File: config.mk
export PLATFORM = sky130hd
export DESIGN_NAME = ted_error_detector
export DESIGN_NICKNAME = d
export VERILOG_FILES = /design/src/core/ted_pkg.sv /design/src/core/ted_code_conv.sv /design/src/core/ted_error_detector.sv /design/src/core/ted_oneshot.sv
export VERILOG_INCLUDE_DIRS = /design/src /design/src/core
export SDC_FILE = /design/constraint.sdc
export NUM_CORES = 1
export LEC_CHECK = 0
export ABC_AREA = 0
export BUFFER_PORTS_ARGS = -buffer_cell sky130_fd_sc_hd__buf_2
export CORE_ASPECT_RATIO = 1.2
export CORE_MARGIN = 4
export CORE_UTILIZATION = 29
export CTS_BUF_LIST = sky130_fd_sc_hd__clkbuf_8 sky130_fd_sc_hd__clkbuf_16
export DETAILED_ROUTE_END_ITERATION = 8
export GPL_ROUTABILITY_DRIVEN = 0
export PLACE_DENSITY_LB_ADDON = 0.05
export SYNTH_ARGS = -nofsm -noshare
export SYNTH_HDL_FRONTEND = slang
export SYNTH_SLANG_ARGS = --single-unit
File: constraint.sdc
create_clock -name clk_i -period 3.47 [get_ports clk_i]
set_input_delay 0.347 -clock clk_i [delete_from_list [all_inputs] [get_ports clk_i]]
set_output_delay 0.347 -clock clk_i [all_outputs]
set_load 0.01 [all_outputs]
File: src/core/ted_regs.svh
// Register offsets, field positions, reset values and timing counts
// of the tape error detector.
// Assumes a 200 MHz clock and a byte-addressed Wishbone slave.
`ifndef TED_REGS_SVH
`define TED_REGS_SVH

// ==========================================================
// Register byte offsets
`define TED_CTRL_OFS 8'h00
`define TED_STATUS_OFS 8'h04
`define TED_ACCUM_OFS 8'h08
`define TED_CONV_OFS 8'h0C

// ==========================================================
// Field positions
`define TED_CTRL_MODE_BIT 0
`define TED_CTRL_START_BIT 1
`define TED_STATUS_CAUSE_LSB 0
`define TED_STATUS_ERR_BIT 8
`define TED_STATUS_AMP_BIT 9
`define TED_STATUS_ALT_BIT 10
`define TED_ACCUM_CAPT_LSB 0
`define TED_ACCUM_WDATA_LSB 8
`define TED_CONV_MEM_IN_LSB 0
`define TED_CONV_TAPE_IN_LSB 8
`define TED_CONV_TAPE_OUT_LSB 16
`define TED_CONV_MEM_OUT_LSB 24

// ==========================================================
// Reset values
`define TED_MODE_RST 1'b0
`define TED_CODE_RST 6'h00

// ==========================================================
// Code conversion constants
`define TED_MEM_ZERO 6'h00
`define TED_TAPE_ZERO 6'h0A
`define TED_ZONE_SWAP_BIT 5
`define TED_ZONE_SEL_BIT 4

// ==========================================================
// Timing
`define TED_CLK_MHZ 200
`define TED_ERR_US 10
`define TED_AMP_US 10
`define TED_ERR_CYC (`TED_ERR_US * `TED_CLK_MHZ)
`define TED_AMP_CYC (`TED_AMP_US * `TED_CLK_MHZ)
`define TED_TIMER_W 12

`endif

File: src/core/ted_pkg.sv
// Types shared by the tape error detector modules.
// Assumes nothing of its surroundings.
package ted_pkg;

    // ==========================================================
    // Pin group, passed through the synchroniser as one word
    typedef struct packed {
        logic write_mode;
        logic gap_check_timer;
        logic read_strobe;
        logic check_strobe;
        logic amp_sense;
        logic [6:0] read_char;
    } ted_pins_t;

    // ==========================================================
    // Sticky error causes
    typedef struct packed {
        logic amplitude;
        logic write_lrc;
        logic write_char;
        logic read_lrc;
    } ted_cause_t;

endpackage

File: src/core/ted_code_conv.sv
// Memory code to tape code conversion, both directions, combinational.
// Assumes the caller registers the results.
`timescale 1ns/1ps
`include "ted_regs.svh"

module ted_code_conv (
    input wire logic decimal_i,
    input wire logic [5:0] mem_code_i,
    input wire logic [5:0] tape_code_i,
    output logic [5:0] tape_code_o,
    output logic [5:0] mem_code_o
);

    // Codes with bit 4 set (hex zones 1x and 3x) trade places; the zero code is special
    function automatic logic [5:0] zone_swap(input logic [5:0] code, input logic [5:0] from,
                                              input logic [5:0] to);
        logic [5:0] result;
        result = code;
        if (code == from) begin
            result = to;
        end else if (code[`TED_ZONE_SEL_BIT]) begin
            result[`TED_ZONE_SWAP_BIT] = ~code[`TED_ZONE_SWAP_BIT];
        end
        return result;
    endfunction

    wire logic [5:0] mem_to_tape = zone_swap(mem_code_i, `TED_MEM_ZERO, `TED_TAPE_ZERO);
    wire logic [5:0] tape_to_mem = zone_swap(tape_code_i, `TED_TAPE_ZERO, `TED_MEM_ZERO);

    assign tape_code_o = decimal_i ? mem_to_tape : mem_code_i;
    assign mem_code_o = decimal_i ? tape_to_mem : tape_code_i;

endmodule

File: src/core/ted_error_detector.sv
// Tape error detector: longitudinal parity check on read, character and
// longitudinal parity checks on read-after-write, amplitude error timing, one error one-shot.
// Assumes tape pins are asynchronous and software on classic Wishbone.
//
// Summary of operation
// - All detected errors fire one error one-shot sent to the buffer channel.
// - On read, set longitudinal accumulator bits after the record mean error.
// - Error one-shot drops 10 microseconds after trigger.
// - Longitudinal checks happen only when the gap timer confirms check character.
// - During write, seven capture bits toggle on each read-back one bit.
// - Binary mode: alternator toggles per character; even combined parity is error.
// - Decimal mode: odd count of ones in capture bits is error.
// - On write, set capture bits after record and check character mean error.
// - During write, low amplitude starts the 10 microsecond amplitude timer.
// - Marginal read signal during write reports through the error one-shot.
// - Decimal mode converts memory and tape codes, zero and zone swap.
// - Mode bit set selects decimal even parity, clear selects binary odd.
`timescale 1ns/1ps
`include "ted_regs.svh"

module ted_error_detector (
    input wire logic clk_i,
    input wire logic rst_i,
    input wire logic wb_cyc_i,
    input wire logic wb_stb_i,
    input wire logic wb_we_i,
    input wire logic [7:0] wb_adr_i,
    input wire logic [3:0] wb_sel_i,
    input wire logic [31:0] wb_dat_i,
    output logic [31:0] wb_dat_o,
    output logic wb_ack_o,
    input wire logic write_mode_i,
    input wire logic gap_check_timer_i,
    input wire logic read_strobe_i,
    input wire logic check_strobe_i,
    input wire logic amp_sense_i,
    input wire logic [6:0] read_char_i,
    output logic error_pulse_o,
    output logic amplitude_error_timer_o
);

    // ==========================================================
    // Pin synchroniser
    ted_pkg::ted_pins_t pins_raw;
    ted_pkg::ted_pins_t pins_meta;
    ted_pkg::ted_pins_t pins_sync;
    ted_pkg::ted_pins_t pins_prev;

    assign pins_raw.write_mode = write_mode_i;
    assign pins_raw.gap_check_timer = gap_check_timer_i;
    assign pins_raw.read_strobe = read_strobe_i;
    assign pins_raw.check_strobe = check_strobe_i;
    assign pins_raw.amp_sense = amp_sense_i;
    assign pins_raw.read_char = read_char_i;

    // Data and strobes share one synchroniser so they line up
    // Pins may change at any time; two flops bound the metastability risk
    always_ff @(posedge clk_i) begin
        if (rst_i) begin
            pins_meta <= '0;
            pins_sync <= '0;
            pins_prev <= '0;
        end else begin
            pins_meta <= pins_raw;
            pins_sync <= pins_meta;
            pins_prev <= pins_sync;
        end
    end

    // Edges, not levels, so a held pin fires once
    function automatic logic rising(input logic cur_level, input logic prev_level);
        return cur_level && !prev_level;
    endfunction

    wire logic writing = pins_sync.write_mode;
    wire logic read_char_ev = rising(pins_sync.read_strobe, pins_prev.read_strobe);
    wire logic check_char_ev = rising(pins_sync.check_strobe, pins_prev.check_strobe);
    wire logic gap_rise = rising(pins_sync.gap_check_timer, pins_prev.gap_check_timer);
    wire logic amp_rise = rising(pins_sync.amp_sense, pins_prev.amp_sense);
    wire logic [6:0] char_bits = pins_sync.read_char;

    // ==========================================================
    // Bus decode
    logic code_mode_select;
    logic [5:0] conv_mem_in;
    logic [5:0] conv_tape_in;
    logic [5:0] conv_tape_out;
    logic [5:0] conv_mem_out;
    logic [5:0] next_tape_out;
    logic [5:0] next_mem_out;
    logic capture_alt;
    logic [6:0] capture_bits;
    logic [6:0] write_data_acc;
    ted_pkg::ted_cause_t cause;
    logic err_active;
    logic amp_active;

    wire logic bus_req = wb_cyc_i && wb_stb_i && !wb_ack_o;
    wire logic bus_wr = bus_req && wb_we_i;
    // Full byte compare; aliases would hide misaddressed writes
    function automatic logic reg_hit(input logic [7:0] adr, input logic [7:0] ofs);
        return adr == ofs;
    endfunction

    wire logic sel_ctrl = reg_hit(wb_adr_i, `TED_CTRL_OFS);
    wire logic sel_status = reg_hit(wb_adr_i, `TED_STATUS_OFS);
    wire logic sel_accum = reg_hit(wb_adr_i, `TED_ACCUM_OFS);
    wire logic sel_conv = reg_hit(wb_adr_i, `TED_CONV_OFS);
    wire logic wr_ctrl = bus_wr && sel_ctrl && wb_sel_i[0];
    wire logic wr_status = bus_wr && sel_status && wb_sel_i[0];
    wire logic wr_conv_mem = bus_wr && sel_conv && wb_sel_i[0];
    wire logic wr_conv_tape = bus_wr && sel_conv && wb_sel_i[1];

    // Start is a write-one strobe, never stored
    wire logic op_start = wr_ctrl && wb_dat_i[`TED_CTRL_START_BIT];

    logic [31:0] ctrl_word;
    logic [31:0] status_word;
    logic [31:0] accum_word;
    logic [31:0] conv_word;
    logic [31:0] rd_word;

    always_comb begin
        ctrl_word = '0;
        ctrl_word[`TED_CTRL_MODE_BIT] = code_mode_select;
        status_word = '0;
        status_word[`TED_STATUS_CAUSE_LSB +: 4] = cause;
        status_word[`TED_STATUS_ERR_BIT] = err_active;
        status_word[`TED_STATUS_AMP_BIT] = amp_active;
        status_word[`TED_STATUS_ALT_BIT] = capture_alt;
        accum_word = '0;
        accum_word[`TED_ACCUM_CAPT_LSB +: 7] = capture_bits;
        accum_word[`TED_ACCUM_WDATA_LSB +: 7] = write_data_acc;
        conv_word = '0;
        conv_word[`TED_CONV_MEM_IN_LSB +: 6] = conv_mem_in;
        conv_word[`TED_CONV_TAPE_IN_LSB +: 6] = conv_tape_in;
        conv_word[`TED_CONV_TAPE_OUT_LSB +: 6] = conv_tape_out;
        conv_word[`TED_CONV_MEM_OUT_LSB +: 6] = conv_mem_out;
    end

    // Unmapped offsets read as zero and still acknowledge
    assign rd_word = sel_ctrl ? ctrl_word :
                     sel_status ? status_word :
                     sel_accum ? accum_word :
                     sel_conv ? conv_word : 32'h00000000;

    always_ff @(posedge clk_i) begin
        if (rst_i) begin
            wb_ack_o <= 1'b0;
        end else begin
            wb_ack_o <= bus_req;
        end
    end

    // Zero outside ack so a stale word never looks valid
    always_ff @(posedge clk_i) begin
        if (rst_i) begin
            wb_dat_o <= 32'h00000000;
        end else begin
            wb_dat_o <= bus_req ? rd_word : 32'h00000000;
        end
    end

    // ==========================================================
    // Mode select and conversion registers
    // mode bit held by software
    always_ff @(posedge clk_i) begin
        if (rst_i) begin
            code_mode_select <= `TED_MODE_RST;
        end else if (wr_ctrl) begin
            code_mode_select <= wb_dat_i[`TED_CTRL_MODE_BIT];
        end
    end

    always_ff @(posedge clk_i) begin
        if (rst_i) begin
            conv_mem_in <= `TED_CODE_RST;
            conv_tape_in <= `TED_CODE_RST;
        end else begin
            if (wr_conv_mem) begin
                conv_mem_in <= wb_dat_i[`TED_CONV_MEM_IN_LSB +: 6];
            end
            if (wr_conv_tape) begin
                conv_tape_in <= wb_dat_i[`TED_CONV_TAPE_IN_LSB +: 6];
            end
        end
    end

    ted_code_conv u_conv (
        .decimal_i(code_mode_select),
        .mem_code_i(conv_mem_in),
        .tape_code_i(conv_tape_in),
        .tape_code_o(next_tape_out),
        .mem_code_o(next_mem_out)
    );

    // Results lag the inputs by one clock
    always_ff @(posedge clk_i) begin
        if (rst_i) begin
            conv_tape_out <= `TED_CODE_RST;
        end else begin
            conv_tape_out <= next_tape_out;
        end
    end

    always_ff @(posedge clk_i) begin
        if (rst_i) begin
            conv_mem_out <= `TED_CODE_RST;
        end else begin
            conv_mem_out <= next_mem_out;
        end
    end

    // ==========================================================
    // Parity accumulators
    logic [6:0] next_capture_bits;
    logic [6:0] next_write_data_acc;
    logic next_capture_alt;

    assign next_capture_bits = op_start ? 7'h00 :
                               (writing && read_char_ev) ? capture_bits ^ char_bits : capture_bits;
    assign next_write_data_acc = op_start ? 7'h00 :
                                 (!writing && read_char_ev) ? write_data_acc ^ char_bits : write_data_acc;
    assign next_capture_alt = op_start ? 1'b0 :
                              (writing && check_char_ev && !code_mode_select) ? !capture_alt : capture_alt;

    always_ff @(posedge clk_i) begin
        if (rst_i) begin
            capture_bits <= 7'h00;
        end else begin
            capture_bits <= next_capture_bits;
        end
    end

    always_ff @(posedge clk_i) begin
        if (rst_i) begin
            write_data_acc <= 7'h00;
        end else begin
            write_data_acc <= next_write_data_acc;
        end
    end

    always_ff @(posedge clk_i) begin
        if (rst_i) begin
            capture_alt <= 1'b0;
        end else begin
            capture_alt <= next_capture_alt;
        end
    end

    // ==========================================================
    // Error conditions
    wire logic parity_tree_out = ^capture_bits;

    wire logic bin_char_err = !code_mode_select && !(parity_tree_out ^ capture_alt);
    wire logic dec_char_err = code_mode_select && parity_tree_out;
    wire logic write_char_ev = writing && check_char_ev && (bin_char_err || dec_char_err);

    wire logic read_lrc_ev = !writing && gap_rise && (write_data_acc != 7'h00);
    wire logic write_lrc_ev = writing && gap_rise && (capture_bits != 7'h00);
    wire logic amp_start = writing && amp_rise;

    wire logic err_trigger = read_lrc_ev || write_char_ev || write_lrc_ev || amp_start;

    // ==========================================================
    // Sticky causes, write one to clear
    ted_pkg::ted_cause_t cause_set;
    ted_pkg::ted_cause_t cause_clr;
    ted_pkg::ted_cause_t next_cause;

    assign cause_set.amplitude = amp_start;
    assign cause_set.write_lrc = write_lrc_ev;
    assign cause_set.write_char = write_char_ev;
    assign cause_set.read_lrc = read_lrc_ev;
    assign cause_clr = wr_status ? ted_pkg::ted_cause_t'(wb_dat_i[`TED_STATUS_CAUSE_LSB +: 4]) : '0;
    // A new event beats a clear in the same cycle
    assign next_cause = (cause & ~cause_clr) | cause_set;

    always_ff @(posedge clk_i) begin
        if (rst_i) begin
            cause <= '0;
        end else begin
            cause <= next_cause;
        end
    end

    // ==========================================================
    // Timers
    // 10 us amplitude timer
    ted_oneshot #(
        .CYCLES(`TED_AMP_CYC)
    ) u_amp_timer (
        .clk_i(clk_i),
        .rst_i(rst_i),
        .start_i(amp_start),
        .active_o(amp_active)
    );

    // Retrigger stretches the pulse; the channel sees one long error
    // 10 us error pulse
    ted_oneshot #(
        .CYCLES(`TED_ERR_CYC)
    ) u_err_timer (
        .clk_i(clk_i),
        .rst_i(rst_i),
        .start_i(err_trigger),
        .active_o(err_active)
    );

    // Registered copies keep the pins one clock behind status
    always_ff @(posedge clk_i) begin
        if (rst_i) begin
            error_pulse_o <= 1'b0;
        end else begin
            error_pulse_o <= err_active;
        end
    end

    always_ff @(posedge clk_i) begin
        if (rst_i) begin
            amplitude_error_timer_o <= 1'b0;
        end else begin
            amplitude_error_timer_o <= amp_active;
        end
    end

endmodule

File: src/core/ted_oneshot.sv
// Retriggerable one-shot timer with a fixed pulse length.
// Assumes a synchronous active-high reset on the common clock.
`timescale 1ns/1ps
`include "ted_regs.svh"

module ted_oneshot #(
    parameter int CYCLES = `TED_ERR_CYC
) (
    input wire logic clk_i,
    input wire logic rst_i,
    input wire logic start_i,
    output logic active_o
);

    logic [`TED_TIMER_W-1:0] count;
    logic [`TED_TIMER_W-1:0] next_count;
    wire logic last_cycle = (count == `TED_TIMER_W'(CYCLES - 1));

    // Retrigger restarts the full length
    assign next_count = start_i ? `TED_TIMER_W'(0) :
                        (active_o && !last_cycle) ? count + `TED_TIMER_W'(1) : count;

    always_ff @(posedge clk_i) begin
        if (rst_i) begin
            count <= '0;
            active_o <= 1'b0;
        end else begin
            count <= next_count;
            active_o <= start_i ? 1'b1 : (last_cycle ? 1'b0 : active_o);
        end
    end

endmodule

# --- Word-level counts from Yosys, hierarchy flattened ---
# Index checks and enable logic that the tools add are counted.
op_classes:
  n_addsub: 2
  n_eq_ne: 6
  muxes: 17
  n_bitwise: 10
  n_reduce_logical: 59
ops:
  columns: ["operator", "count"]
  rows:
  - ["$logic_and 1x1->1", 29]
  - ["$add 12x1->12 const B", 2]
  - ["$eq 12x11->1 const B", 2]
  - ["$eq 8x4->1 const B", 2]
  - ["$mux 15", 1]
  - ["$mux 14", 1]
  - ["$reduce_bool 7->1", 2]
  - ["$xor 7x7->7", 2]
  - ["$mux 6", 2]
  - ["$logic_not 1->1", 11]
  - ["$mux 11", 1]
  - ["$mux 5", 2]
  - ["$mux 1", 9]
  - ["$eq 8x3->1 const B", 1]
  - ["$logic_not 8->1", 1]
  - ["$reduce_or 2->1", 4]
  - ["$reduce_xor 7->1", 1]
  - ["$eq 6x4->1 const B", 1]
  - ["$logic_not 6->1", 1]
  - ["$reduce_or 6->1", 1]
  - ["$reduce_or 5->1", 1]
  - ["$and 4x4->4", 1]
  - ["$logic_or 1x1->1", 4]
  - ["$mux 4", 1]
  - ["other kinds (7)", 11]
word_totals:
  regBits: 128
  word_cells: 134

# --- Longest topological paths before layout ---
# Gate-level depths: netlist of the first run.
depth:
  depth_word: 10
  ltp_mapped: 7
  ltp_nobuf: 6

# --- Hierarchy ---
# Synthesis of the first run repeated with hierarchy kept, for this count alone.
unflattened:
  hier_cells: 515
  hier_area_um2: 5092.4
modules_own_cells:
  columns: ["module", "instances", "cells_per_inst", "area_each_um2", "seq_area_each_um2"]
  rows:
  - ["ted_error_detector", 1, 340, 3580.9, 2021.9]
  - ["ted_oneshot", 2, 76, 679.4, 260.2]
  - ["ted_code_conv", 1, 23, 152.6, 0.0]

# --- Worst setup path before layout of the first run ---
# No wires, ideal clock.
synth_path:
  path_kind: "reg-to-reg"
  from: "register capture_bits[2]"
  to: "register u_err_timer.count[10]"
  setup_time_ps: 92
  arrival_time_ps: 1790
  t_required_ps: 3378
  slack_ps: 1588
  path_stages_with_launch: 8
  path_cell_list: "dfxtp_1 -> inv_1 -> ha_1 -> xnor2_1 -> xnor2_1 -> mux2_2 -> clkbuf_1 -> nor4_1"
synth_between:
  elab_chain_len: 10
synth_rtl:
  columns: ["item", "line_no", "text"]
  rows:
  - ["start: declaration", "ted_error_detector.sv:92", "logic [6:0] capture_bits;"]
  - ["start signal: assignment", "ted_error_detector.sv:231", "capture_bits <= next_capture_bits;"]
  - ["$reduce_xor 7->1", "ted_error_detector.sv:253", "wire logic parity_tree_out = ^capture_bits;"]
  - ["$xor 1x1->1", "ted_error_detector.sv:255", "wire logic bin_char_err = !code_mode_select && !(parity_tree_out ^ capture_alt);"]
  - ["$logic_not 1->1", "ted_error_detector.sv:255", null]
  - ["$logic_and 1x1->1", "ted_error_detector.sv:255", null]
  - ["$logic_or 1x1->1", "ted_error_detector.sv:257", "wire logic write_char_ev = writing && check_char_ev && (bin_char_err || dec_char_err);"]
  - ["$logic_and 1x1->1", "ted_error_detector.sv:257", null]
  - ["$logic_or 1x1->1", "ted_error_detector.sv:263", "wire logic err_trigger = read_lrc_ev || write_char_ev || write_lrc_ev || amp_start;"]
  - ["$logic_or 1x1->1 * (2 in series)", "ted_error_detector.sv:263", null]
  - ["$reduce_or 2->1 (no source line) *", null, null]
  - ["end signal: assignment", "ted_oneshot.sv:28", "count <= next_count;"]
  - ["end: declaration", "ted_oneshot.sv:15", "logic [`TED_TIMER_W-1:0] count;"]
# Mark *: on every way between the ends. The rest lies on a longest branch, timed or not.
# A chain may end at the register's enable or synchronous reset.

# --- Worst setup path after layout of the first run ---
layout_path:
  from: "register capture_bits[0]"
  to: "register u_err_timer.count[7]"
# The elaborated chain is that of the path after synthesis.

==> results of run 1 <==
path summary, 6_finish.rpt:
| kind | to | slack, ns | from |
|---|---|---|---|
| worst min register to register | wb_dat_o[20] | 0.43 | conv_tape_out[4] |
| worst max register to register | u_err_timer.count[7] | 1.49 | capture_bits[0] |
| worst min-delay path | pins_meta[5] | 0.14 | read_char_i[5] |
| worst max-delay path | u_err_timer.count[7] | 1.49 | capture_bits[0] |
stage by stage:
stage / cells / utilization, % / worst slack (ns)
final: 792 / 36.7 / 1.49
after global routing: 792 / 36.7 / 1.28
after CTS: 792 / 36.7 / 1.44
after detailed placement: 762 / 32.9 / 1.07
after global placement: 762 / 32.9 / 1.09
after floorplan: 506 / - / 1.59
where the power goes:
part | leakage, nW | switching (mW) | internal, mW | total, mW
clock | 0.302 | 0.625 | 1.23 | 1.85
sequential | 1.03 | 0.00957 | 1.48 | 1.49
combinational | 0.999 | 0.0629 | 0.0404 | 0.103
total | 2.33 | 0.697 | 2.75 | 3.44
logic make-up (layout without fill, tap and decap cells):
kind of cell,count (synthesis),after routing,synth area share (%)
AOI/OAI and AO/OA,41,41,5.48
muxes,30,30,6.46
other,1,6,0.0768
and+or+nand+nor,218,218,24.3
buffers and inverters,45,119,4.02
DFF,127,127,52.1
xor gates and xnor gates,32,32,5.74
adders and majority gates,7,7,1.79
state kept, by name (all words and copies together) (netlist names), 4 cells and up:
signal             count
conv_tape_out          6
u_amp_timer.count     12
conv_mem_out           6
u_err_timer.count     12
write_data_acc         7
cause                  4
conv_mem_in            6
pins_sync              4
conv_tape_in           6
pins_meta             12
pins_prev              4
wb_dat_o              26
char_bits              7
capture_bits           7
cells in the mapped netlist (2+ instances only):
library cell / n
a21oi_1: 16
a31oi_1: 2
and2_1: 15
buf_1: 3
buf_4: 7
clkbuf_1: 14
dfxtp_1: 127
ha_1: 7
inv_1: 20
mux2_2: 2
mux2i_1: 27
nand2_1: 26
nand3_1: 16
nand3b_1: 2
nand4_1: 6
nand4b_1: 3
nor2_1: 63
nor2b_1: 37
nor3_1: 10
nor3b_1: 4
nor4_1: 15
nor4_4: 2
o21ai_0: 12
o31ai_1: 2
o41ai_1: 2
or3_1: 6
or4_1: 2
xnor2_1: 22
xor2_1: 10
worst register-to-register path, cell delays in order (launching register included):
cell     delay (ns)
dfxtp_1        0.34
inv_1          0.07
ha_1           0.30
xnor2_1        0.20
xnor2_1        0.20
mux2_2         0.48
nor4_1         0.28
final cells by class:
type | instances | area share, %
sequential | 127 | 42.3
multi-input combinational | 334 | 35.9
clock buffer | 19 | 7.53
timing repair buffer | 69 | 5.82
tap | 212 | 4.41
clock inverter | 11 | 2.77
inverter | 20 | 1.25
metal layers:
metal | vias up | global-route usage (%) | share of wire (%)
li1 | 1822 | - | -
met1 | 1639 | 15.1 | 46
met2 | 78 | 19.1 | 47
met3 | 11 | 4.12 | 4.9
met4 | 0 | 4.35 | 1.3
met5 | - | 0 | 0
==> impl_metrics.csv, run 1 <==
group,metric,value,unit
finish,final_common_cell,"dfxtp_1",
critical_path,slowest_delay,0.48,ns
timing,timing.fmax,506,MHz
finish,syn_to_final_growth,23.2,%
route,drtIter0Drc,198,
critical_path,r2r_cells,6,
finish,drive_above_1_share,19.0,%
finish,fillerInstances,1652,
synth,async_flop_share,0,%
route,antenna_left,0,
clocking,cts_tree,"done",
floorplanning,boundaryPins,96,
global_routing,grt-ovfl-total,0,
pwr,p_total,3.44,mW
critical_path,path_cells,"inv_1 -> ha_1 -> xnor2_1 -> xnor2_1 -> mux2_2 -> nor4_1",
clocking,cts_resized,0,
synth,synth-seq-area-share,52.1,%
global_routing,grt_pass1_wl,17900,µm
route,wirelength,10900,µm
floorplanning,dieArea,19000,µm²
critical_path,crit_slowest_cell,"mux2_2",
placement,post_dp_cell_area,5400,µm²
clocking,insertion_delay,0.41,ns
synth,ys_ff_latch,127,
pwr,powerDensity,572,nW/µm²
timing,period_share,57.0,%
synth,synthCells,501,
global_routing,track_usage,12.0,%
synth,netlist_area,4880,µm²
finish,final_cell_mix,"dfxtp_1 (127), buf_2 (67), nor2_1 (63)",
floorplanning,die_w,126,µm
timing,fin_setup_tns,0,ns
critical_path,crit_arrival,2.29,ns
placement,dpl.hpwl,7850,µm
run_status,status,"finished clean",
clocking,postCtsSetupBuffers,0,
synth,synth_top_cell_area_share,52.1,%
route,drc_errors,0,
route,first_pass_iters,5,
route,vias,3550,
timing,clock_skew,0.00700,ns
run,cap_violations,0,
critical_path,cp_num_cells,6,
clocking,clockRootBuffer,"clkbuf_16",
finish,regArea,2540,µm²
global_routing,grt_pass1_vias,3414,
timing,hold_violations,0,
critical_path,end_kind,"flop",
route,wl_per_cell,13.7,µm
pwr,leakage,2.33,nW
finish,fin_area,6010,µm²
clocking,cts_buffer_depth,2,
critical_path,critPathLaunchType,"flop",
global_routing,antenna_found_initial,0,
timing,tightest_slew,0.853,ns
critical_path,path_common_cell,"xnor2_1",
placement,io_buffers,67,
critical_path,cp_max_fo,11,
clocking,numClockSinks,127,
critical_path,critPathTopFamily,"multiplexers",
synth,synth_area_per_cell,9.74,µm²
finish,finish.net_count,637,
timing,finalSetupViolations,0,
timing,slew_violations,0,
route,vias_per_cell,4.48,
synth,synth_area_leaders,"dfxtp_1 (52%), mux2i_1 (5.5%), nor2_1 (4.8%)",
timing,hold_slack,0.140,ns
pwr,ir_drop,0.280,mV
timing,grt_setup_unrepaired,"false",
clocking,cts_max_level,4,
critical_path,cp_num_buf_inv,1,
finish,multiInputGateArea,2160,µm²
finish,num_antenna_cells,0,
hold_path,hold_path.class,"input pin to flop",
timing,timing.slew.headroom,42.9,%
critical_path,crit_type,"flop to flop",
hold_path,hold_depth,2,
synth,synth-warning-count,0,
global_routing,grt_max_degree,71,
clocking,hold_buffers,0,
floorplanning,core_region_area,16400,µm²
floorplanning,die_y,150,µm
synth,synth-main-ff-cell,"dfxtp_1",
synth,yosysTopAreaCell,"dfxtp_1",
floorplanning,initial_utilization,29.8,%
floorplanning,rows,51,
critical_path,critPathRequiredTime,3.78,ns
clocking,clk_pin_slew,0.06,ns
synth,synth_edf_count,0,
synth,synthDistinctLibCells,50,
clocking,cts_inserted_buffers,17,
timing,fin_crit,1.98,ns
Power figures use the tool's default switching activity.
==> inputs of run 2 (changes only) <==
--- a/config.mk
+++ b/config.mk
@@ -6,7 +6,7 @@
 export SDC_FILE = /design/constraint.sdc
 export NUM_CORES = 1
 export LEC_CHECK = 0
-export ABC_AREA = 0
+export ABC_AREA = 1
 export BUFFER_PORTS_ARGS = -buffer_cell sky130_fd_sc_hd__buf_2
 export CORE_ASPECT_RATIO = 1.2
 export CORE_MARGIN = 4
==> constraint.sdc (replaced) <==
create_clock -name clk_i -period 1.69 [get_ports clk_i]
set_input_delay 0.169 -clock clk_i [delete_from_list [all_inputs] [get_ports clk_i]]
set_output_delay 0.169 -clock clk_i [all_outputs]
set_load 0.01 [all_outputs]
==> run 2 against run 1 <==
Net effect:
- die area is 8.5% higher
- global-route usage increased by 1.2 points
- register-to-register slack worse by 1.3 ns
- synthesized cell count increased by 45%
- via count is 29% higher
- critical path type unchanged
- critical endpoint is now u_err_timer.count[9]
- highest routed layer unchanged
==> impl_metrics.csv, run 2 <==
group,metric,value,unit
global_routing,grt-ovfl-total,0,
critical_path,r2r_cells,10,
clocking,numClockSinks,127,
critical_path,crit_arrival,1.89,ns
timing,grt_setup_unrepaired,"true",
clocking,clk_pin_slew,0.06,ns
finish,num_antenna_cells,0,
synth,synth_area_leaders,"dfxtp_1 (48%), nand2_1 (9.5%), nor2_1 (9.2%)",
route,first_pass_iters,5,
floorplanning,boundaryPins,96,
global_routing,track_usage,13.2,%
timing,fin_crit,1.54,ns
synth,synth-main-ff-cell,"dfxtp_1",
route,wirelength,13000,µm
critical_path,crit_type,"flop to flop",
hold_path,hold_depth,3,
synth,synth.cells.most_frequent,"nand2_1 (135), nor2_1 (130), dfxtp_1 (127), inv_1 (125), o21ai_0 (37)",
floorplanning,dieArea,20600,µm²
route,drc_errors,0,
route,drtIter0Drc,214,
global_routing,antenna_found_initial,0,
synth,synth-seq-area-share,47.7,%
synth,synthCells,725,
clocking,clockRootBuffer,"clkbuf_16",
timing,slew_violations,0,
finish,final_cell_mix,"nand2_1 (134), nor2_1 (130), dfxtp_1 (126)",
finish,post-route-util,37.9,%
placement,io_buffers,67,
placement,dpl.hpwl,9890,µm
hold_path,hold_start,"wb_dat_i[5]",
run,cap_violations,0,
finish,fin_area,6860,µm²
floorplanning,rows,54,
finish,regArea,2540,µm²
synth,synth-warning-count,0,
critical_path,r2r-end,"u_err_timer.count[9]",
pwr,powerDensity,1030,nW/µm²
timing,period_share,90.9,%
timing,finalSetupViolations,0,
floorplanning,core_region_area,18100,µm²
finish,finish.net_count,905,
run_status,status,"finished clean",
finish,syn_to_final_growth,28.8,%
route,vias,4575,
placement,post_dp_cell_area,6050,µm²
critical_path,cp_max_fo,12,
floorplanning,die_y,156,µm
synth,async_flop_share,0,%
floorplanning,initial_utilization,29.4,%
synth,yosysMostFrequentCell,"nand2_1",
timing,fin_setup_tns,0,ns
critical_path,reg2reg_slack,0.15,ns
route,vias_per_cell,4.26,
pwr,leakage,2.95,nW
finish,largest_register_ffs,26,
synth,netlist_area,5330,µm²
floorplanning,die_w,132,µm
critical_path,rr_startpoint,"capture_bits[0]",
route,antenna_left,0,
clocking,insertion_delay,0.41,ns
critical_path,end_kind,"flop",
finish,multiInputGateArea,2170,µm²
pwr,ir_drop,0.827,mV
finish,drive_above_1_share,18.7,%
global_routing,grt_pass1_vias,4465,
critical_path,critPathLaunchType,"flop",
route,wl_per_cell,12.1,µm
timing,hold_violations,0,
clocking,cts_inserted_buffers,17,
hold_path,holdPathEnd,"conv_mem_in[5]",
clocking,cts_buffer_depth,2,
clocking,cts_max_level,4,
finish,top_register,"wb_dat_o",
hold_path,hold_path.class,"input pin to flop",
critical_path,critPathRequiredTime,2.04,ns
timing,timing.fmax,651,MHz
finish,fillerInstances,1921,
placement,dp.cells,1024,
finish,final_common_cell,"nand2_1",
global_routing,grt_pass1_wl,21700,µm
clocking,postCtsSetupBuffers,0,
synth,synth_edf_count,0,
timing,clock_skew,0.00826,ns
synth,synthDistinctLibCells,32,
synth,synth_top_cell_area_share,47.7,%
global_routing,grt_max_degree,36,
synth,yosysTopAreaCell,"dfxtp_1",
finish,stdcell_count,1073,
synth,ys_ff_latch,127,
clocking,cts_tree,"done",
synth,synth_area_per_cell,7.34,µm²
==> run 2: cell count changes in the layout (fill, tap and decap cells not counted), sizes merged, moves of 18 or more <==
cell / change
nor2b: -37
xnor2: -18
inv: +115
buf: +23
nor2: +72
dlygate4sd3: +18
nand2: +113
o21ai: +28
mux2i: -27
a21oi: +20
==> run 2: final cells by class <==
class	instances	area share, %
flip-flops and latches	127	37.1
repair buffers	110	11.0
inverters	135	7.39
clock buffers	20	6.81
well taps	224	4.09
clock inverters	11	2.04
multi-input cells	446	31.6
==> run 2: logic make-up after synthesis <==
logic type	synth area share, %
AOI/OAI and AO/OA	8.04
adders and majority gates	1.64
xor gates and xnor gates	2.80
and+or+nand+nor	27.4
DFF	47.7
buffers and inverters	12.3
other	0.0704
==> run 2: how the worst max path moves through the flow <==
stage                          startpoint                     to  depth (start not counted)
after floorplan           capture_bits[2]  u_err_timer.count[10]                         13
after global placement              rst_i            wb_dat_o[2]                          7
after detailed placement  capture_bits[0]  u_err_timer.count[11]                         10
after CTS                 capture_bits[0]  u_err_timer.count[11]                         10
after global routing      capture_bits[5]   u_err_timer.count[1]                         10
final                     capture_bits[0]   u_err_timer.count[9]                         10
==> run 2: routing by layer <==
layer / routed length (µm) / GRT usage [%] / up-vias
li1: - / - / 2418
met1: 5440 / 14.3 / 2086
met2: 7070 / 25.1 / 53
met3: 306 / 3.15 / 18
met4: 209 / 4.65 / 0
met5: 0 / 0 / -
==> run 2: critical path, stage by stage (launching register included) <==
cell     delay (ns)
dfxtp_1        0.33
inv_1          0.06
ha_1           0.30
xor2_1         0.20
inv_1          0.06
nand2_1        0.06
nand2_1        0.06
nand2_2        0.09
nand3_2        0.09
buf_12         0.15
nor2_1         0.08
==> run 2: repair_timing <==
item	in CTS	in global routing
endpoints found under the setup margin	0	18
endpoints found under the hold margin	18	0
gates resized for setup	0	5
hold buffers	18	0
==> run 2: power breakdown <==
group          internal (mW)  switching [mW]  leakage [nW]
logic                  0.118           0.155          1.63
registers               3.03          0.0139          1.03
clock network           2.41            1.32         0.295
total                   5.57            1.49          2.95
==> run 2: through the flow <==
| step | total power, mW | hold slack (ns) | worst slack, ns |
|---|---|---|---|
| finish | 7.05 | 0.0225 | 0.153 |
| global route | 7.33 | 0.0248 | -0.00163 |
| CTS | 7.16 | 0.00886 | 0.106 |
| detailed placement | 3.36 | 0.377 | 0.108 |
| global placement | 3.35 | 0.368 | 0.110 |
| floorplan | 3.25 | 0.276 | 0.212 |
==> inputs of run 3 (changes only) <==
--- a/config.mk
+++ b/config.mk
@@ -14,6 +14,7 @@
 export CTS_BUF_LIST = sky130_fd_sc_hd__clkbuf_8 sky130_fd_sc_hd__clkbuf_16
 export DETAILED_ROUTE_END_ITERATION = 8
 export GPL_ROUTABILITY_DRIVEN = 0
+export GPL_TIMING_DRIVEN = 0
 export PLACE_DENSITY_LB_ADDON = 0.05
 export SYNTH_ARGS = -nofsm -noshare
 export SYNTH_HDL_FRONTEND = slang
==> constraint.sdc (replaced) <==
create_clock -name clk_i -period 1.55 [get_ports clk_i]
set_input_delay 0.155 -clock clk_i [delete_from_list [all_inputs] [get_ports clk_i]]
set_output_delay 0.155 -clock clk_i [all_outputs]
set_load 0.01 [all_outputs]
==> run 3 against run 2 <==
Net effect:
- global-route usage increased by 0.55 points
- critical path depth unchanged
- critical endpoint is now u_err_timer.count[10]
- worst setup slack got worse by 0.13 ns
- first-iteration DRC count shrank 26%
- wire length increased by 5.7%
- sequential share of layout area fell by 0.59 points
==> impl_metrics.csv, run 3 (synthesis gave the netlist of run 2 again) <==
group,metric,value,unit
hold_path,hold_path.class,"input pin to flop",
timing,tightest_slew,0.675,ns
route,vias_per_cell,4.34,
pwr,switchingPower,1.75,mW
pwr,power.share.clock,54.9,%
critical_path,cp_max_fo,5,
critical_path,critPathLaunchType,"flop",
finish,syn_to_final_growth,31.6,%
finish,post-route-util,38.7,%
placement,dp.cells,1020,
pwr,seq_power_share,41.1,%
floorplanning,boundaryPins,96,
route,drc_errors,0,
finish,finish.net_count,907,
global_routing,grt-ovfl-total,0,
clocking,clockRootBuffer,"clkbuf_16",
critical_path,r2r_cells,10,
global_routing,grt_pass1_wl,22400,µm
route,wirelength,13800,µm
pwr,ir_drop,0.697,mV
timing,hold_slack,0.0155,ns
route,wl_per_cell,12.8,µm
route,first_pass_iters,4,
pwr,sw_frac_of_total,21.7,%
clocking,cts_buffer_depth,2,
clocking,numClockSinks,127,
critical_path,r2r-end,"u_err_timer.count[10]",
critical_path,crit_type,"flop to flop",
timing,clock_skew,0.00960,ns
clocking,cts_tree,"done",
global_routing,grt_pass1_vias,4572,
critical_path,critPathRequiredTime,1.90,ns
run_status,status,"finished clean",
floorplanning,die_y,156,µm
floorplanning,initial_utilization,29.4,%
finish,largest_register_ffs,26,
pwr,p_int,6.32,mW
timing,finalSetupViolations,0,
timing,fin_crit,1.53,ns
timing,period_share,98.6,%
critical_path,crit_arrival,1.87,ns
finish,final_cell_mix,"nand2_1 (132), nor2_1 (121), inv_1 (119)",
timing,hold_violations,0,
route,drtIter0Drc,158,
clocking,clk_pin_slew,0.06,ns
clocking,cts_inserted_buffers,17,
pwr,p_total,8.07,mW
route,vias,4671,
finish,num_antenna_cells,0,
clocking,insertion_delay,0.41,ns
critical_path,critPathLaunch,"capture_bits[1]",
placement,io_buffers,66,
critical_path,end_kind,"flop",
pwr,powerDensity,1150,nW/µm²
global_routing,antenna_found_initial,0,
finish,final_common_cell,"nand2_1",
clocking,cts_max_level,4,
floorplanning,dieArea,20600,µm²
placement,dpl.hpwl,10400,µm
timing,timing.fmax,654,MHz
finish,top_register,"wb_dat_o",
floorplanning,die_w,132,µm
timing,timing.slew.headroom,55.0,%
critical_path,reg2reg_slack,0.02,ns
global_routing,track_usage,13.8,%
critical_path,rr_startpoint,"capture_bits[1]",
floorplanning,rows,54,
finish,stdcell_count,1076,
floorplanning,core_region_area,18100,µm²
timing,grt_setup_unrepaired,"true",
timing,slew_violations,0,
pwr,p_comb_share,4.0,%
global_routing,grt_max_degree,17,
hold_path,hold_depth,3,
run,cap_violations,0,
critical_path,crit_end,"u_err_timer.count[10]",
finish,drive_above_1_share,21.9,%
pwr,leakage,2.98,nW
route,antenna_left,0,
[run 3: cell types whose count changed in the layout (fill, tap and decap cells not counted), sizes merged]
cell,change
buf,-1
bufinv,+2
clkinv,+2
clkinvlp,-2
inv,+2
[run 3: area by class of cell]
class	instances	area (µm²)
sequential	127	2560
inverter	135	509
timing repair buffer	90	577
clock buffer	17	425
tap	224	280
clock inverter	15	233
buffer	22	160
multi-input combinational	446	2270
fill	1902	11100
[run 3: metrics by stage]
stage	worst slack, ns	area (µm²)	setup TNS (ns)
final	0.0210	7010	0
after global routing	-0.107	7010	-0.882
after global placement	-0.195	5950	-4.44
after detailed placement	-0.217	5950	-5.47
after CTS	-0.00128	6890	-0.00128
after floorplan	0.0724	5340	0
[run 3: worst min path at each step]
| stage | start | to | slack, ns |
|---|---|---|---|
| 2_1_floorplan | read_char_i[0] | pins_meta[0] | 0.26 |
| 3_3_place_gp | read_char_i[3] | pins_meta[3] | 0.36 |
| 3_5_place_dp | read_char_i[3] | pins_meta[3] | 0.36 |
| 4_1_cts | wb_dat_i[4] | conv_mem_in[4] | 0.004 |
| 5_1_grt | wb_dat_i[4] | conv_mem_in[4] | 0.02 |
| 6_report | wb_dat_i[5] | conv_mem_in[5] | 0.02 |
[run 3: repair_timing]
action / in CTS / in global routing
hold buffers: 18 / 0
cloned: 1 / 1
endpoints found under the setup margin: 35 / 43
endpoints found under the hold margin: 18 / 0
pin swaps: 3 / 5
setup buffers: 1 / 3
gates resized for setup: 26 / 25
[run 3: critical path, stage by stage (launching register included)]
cell and delay [ns]:
dfxtp_1 0.34, inv_2 0.07, ha_4 0.27, xor2_1 0.16, inv_1 0.06, nand2_1 0.06, nand2_1 0.06, nand2_2 0.11
nand3_4 0.10, buf_6 0.15, nor2_1 0.07
[run 3: routing by layer]
layer  global-route usage, %  part of all wire (%)  routed length [µm]  vias to the layer above
met3                    3.18                   2.2                 305                        5
met2                    26.4                    55                7520                       52
met4                    3.90                  0.60                  83                        0
met5                       0                     0                   0                        -
met1                    15.1                    43                5870                     2180
li1                        -                     -                   -                     2434
[run 3: power groups by stage]
stage / logic, mW / clock network (mW) / registers (mW)
6_report: 0.322 / 4.43 / 3.32
3_3_place_gp: 0.268 / 0 / 3.39
2_1_floorplan: 0.157 / 0 / 3.39
3_5_place_dp: 0.270 / 0 / 3.39
5_1_grt: 0.363 / 4.70 / 3.32
4_1_cts: 0.318 / 4.54 / 3.32
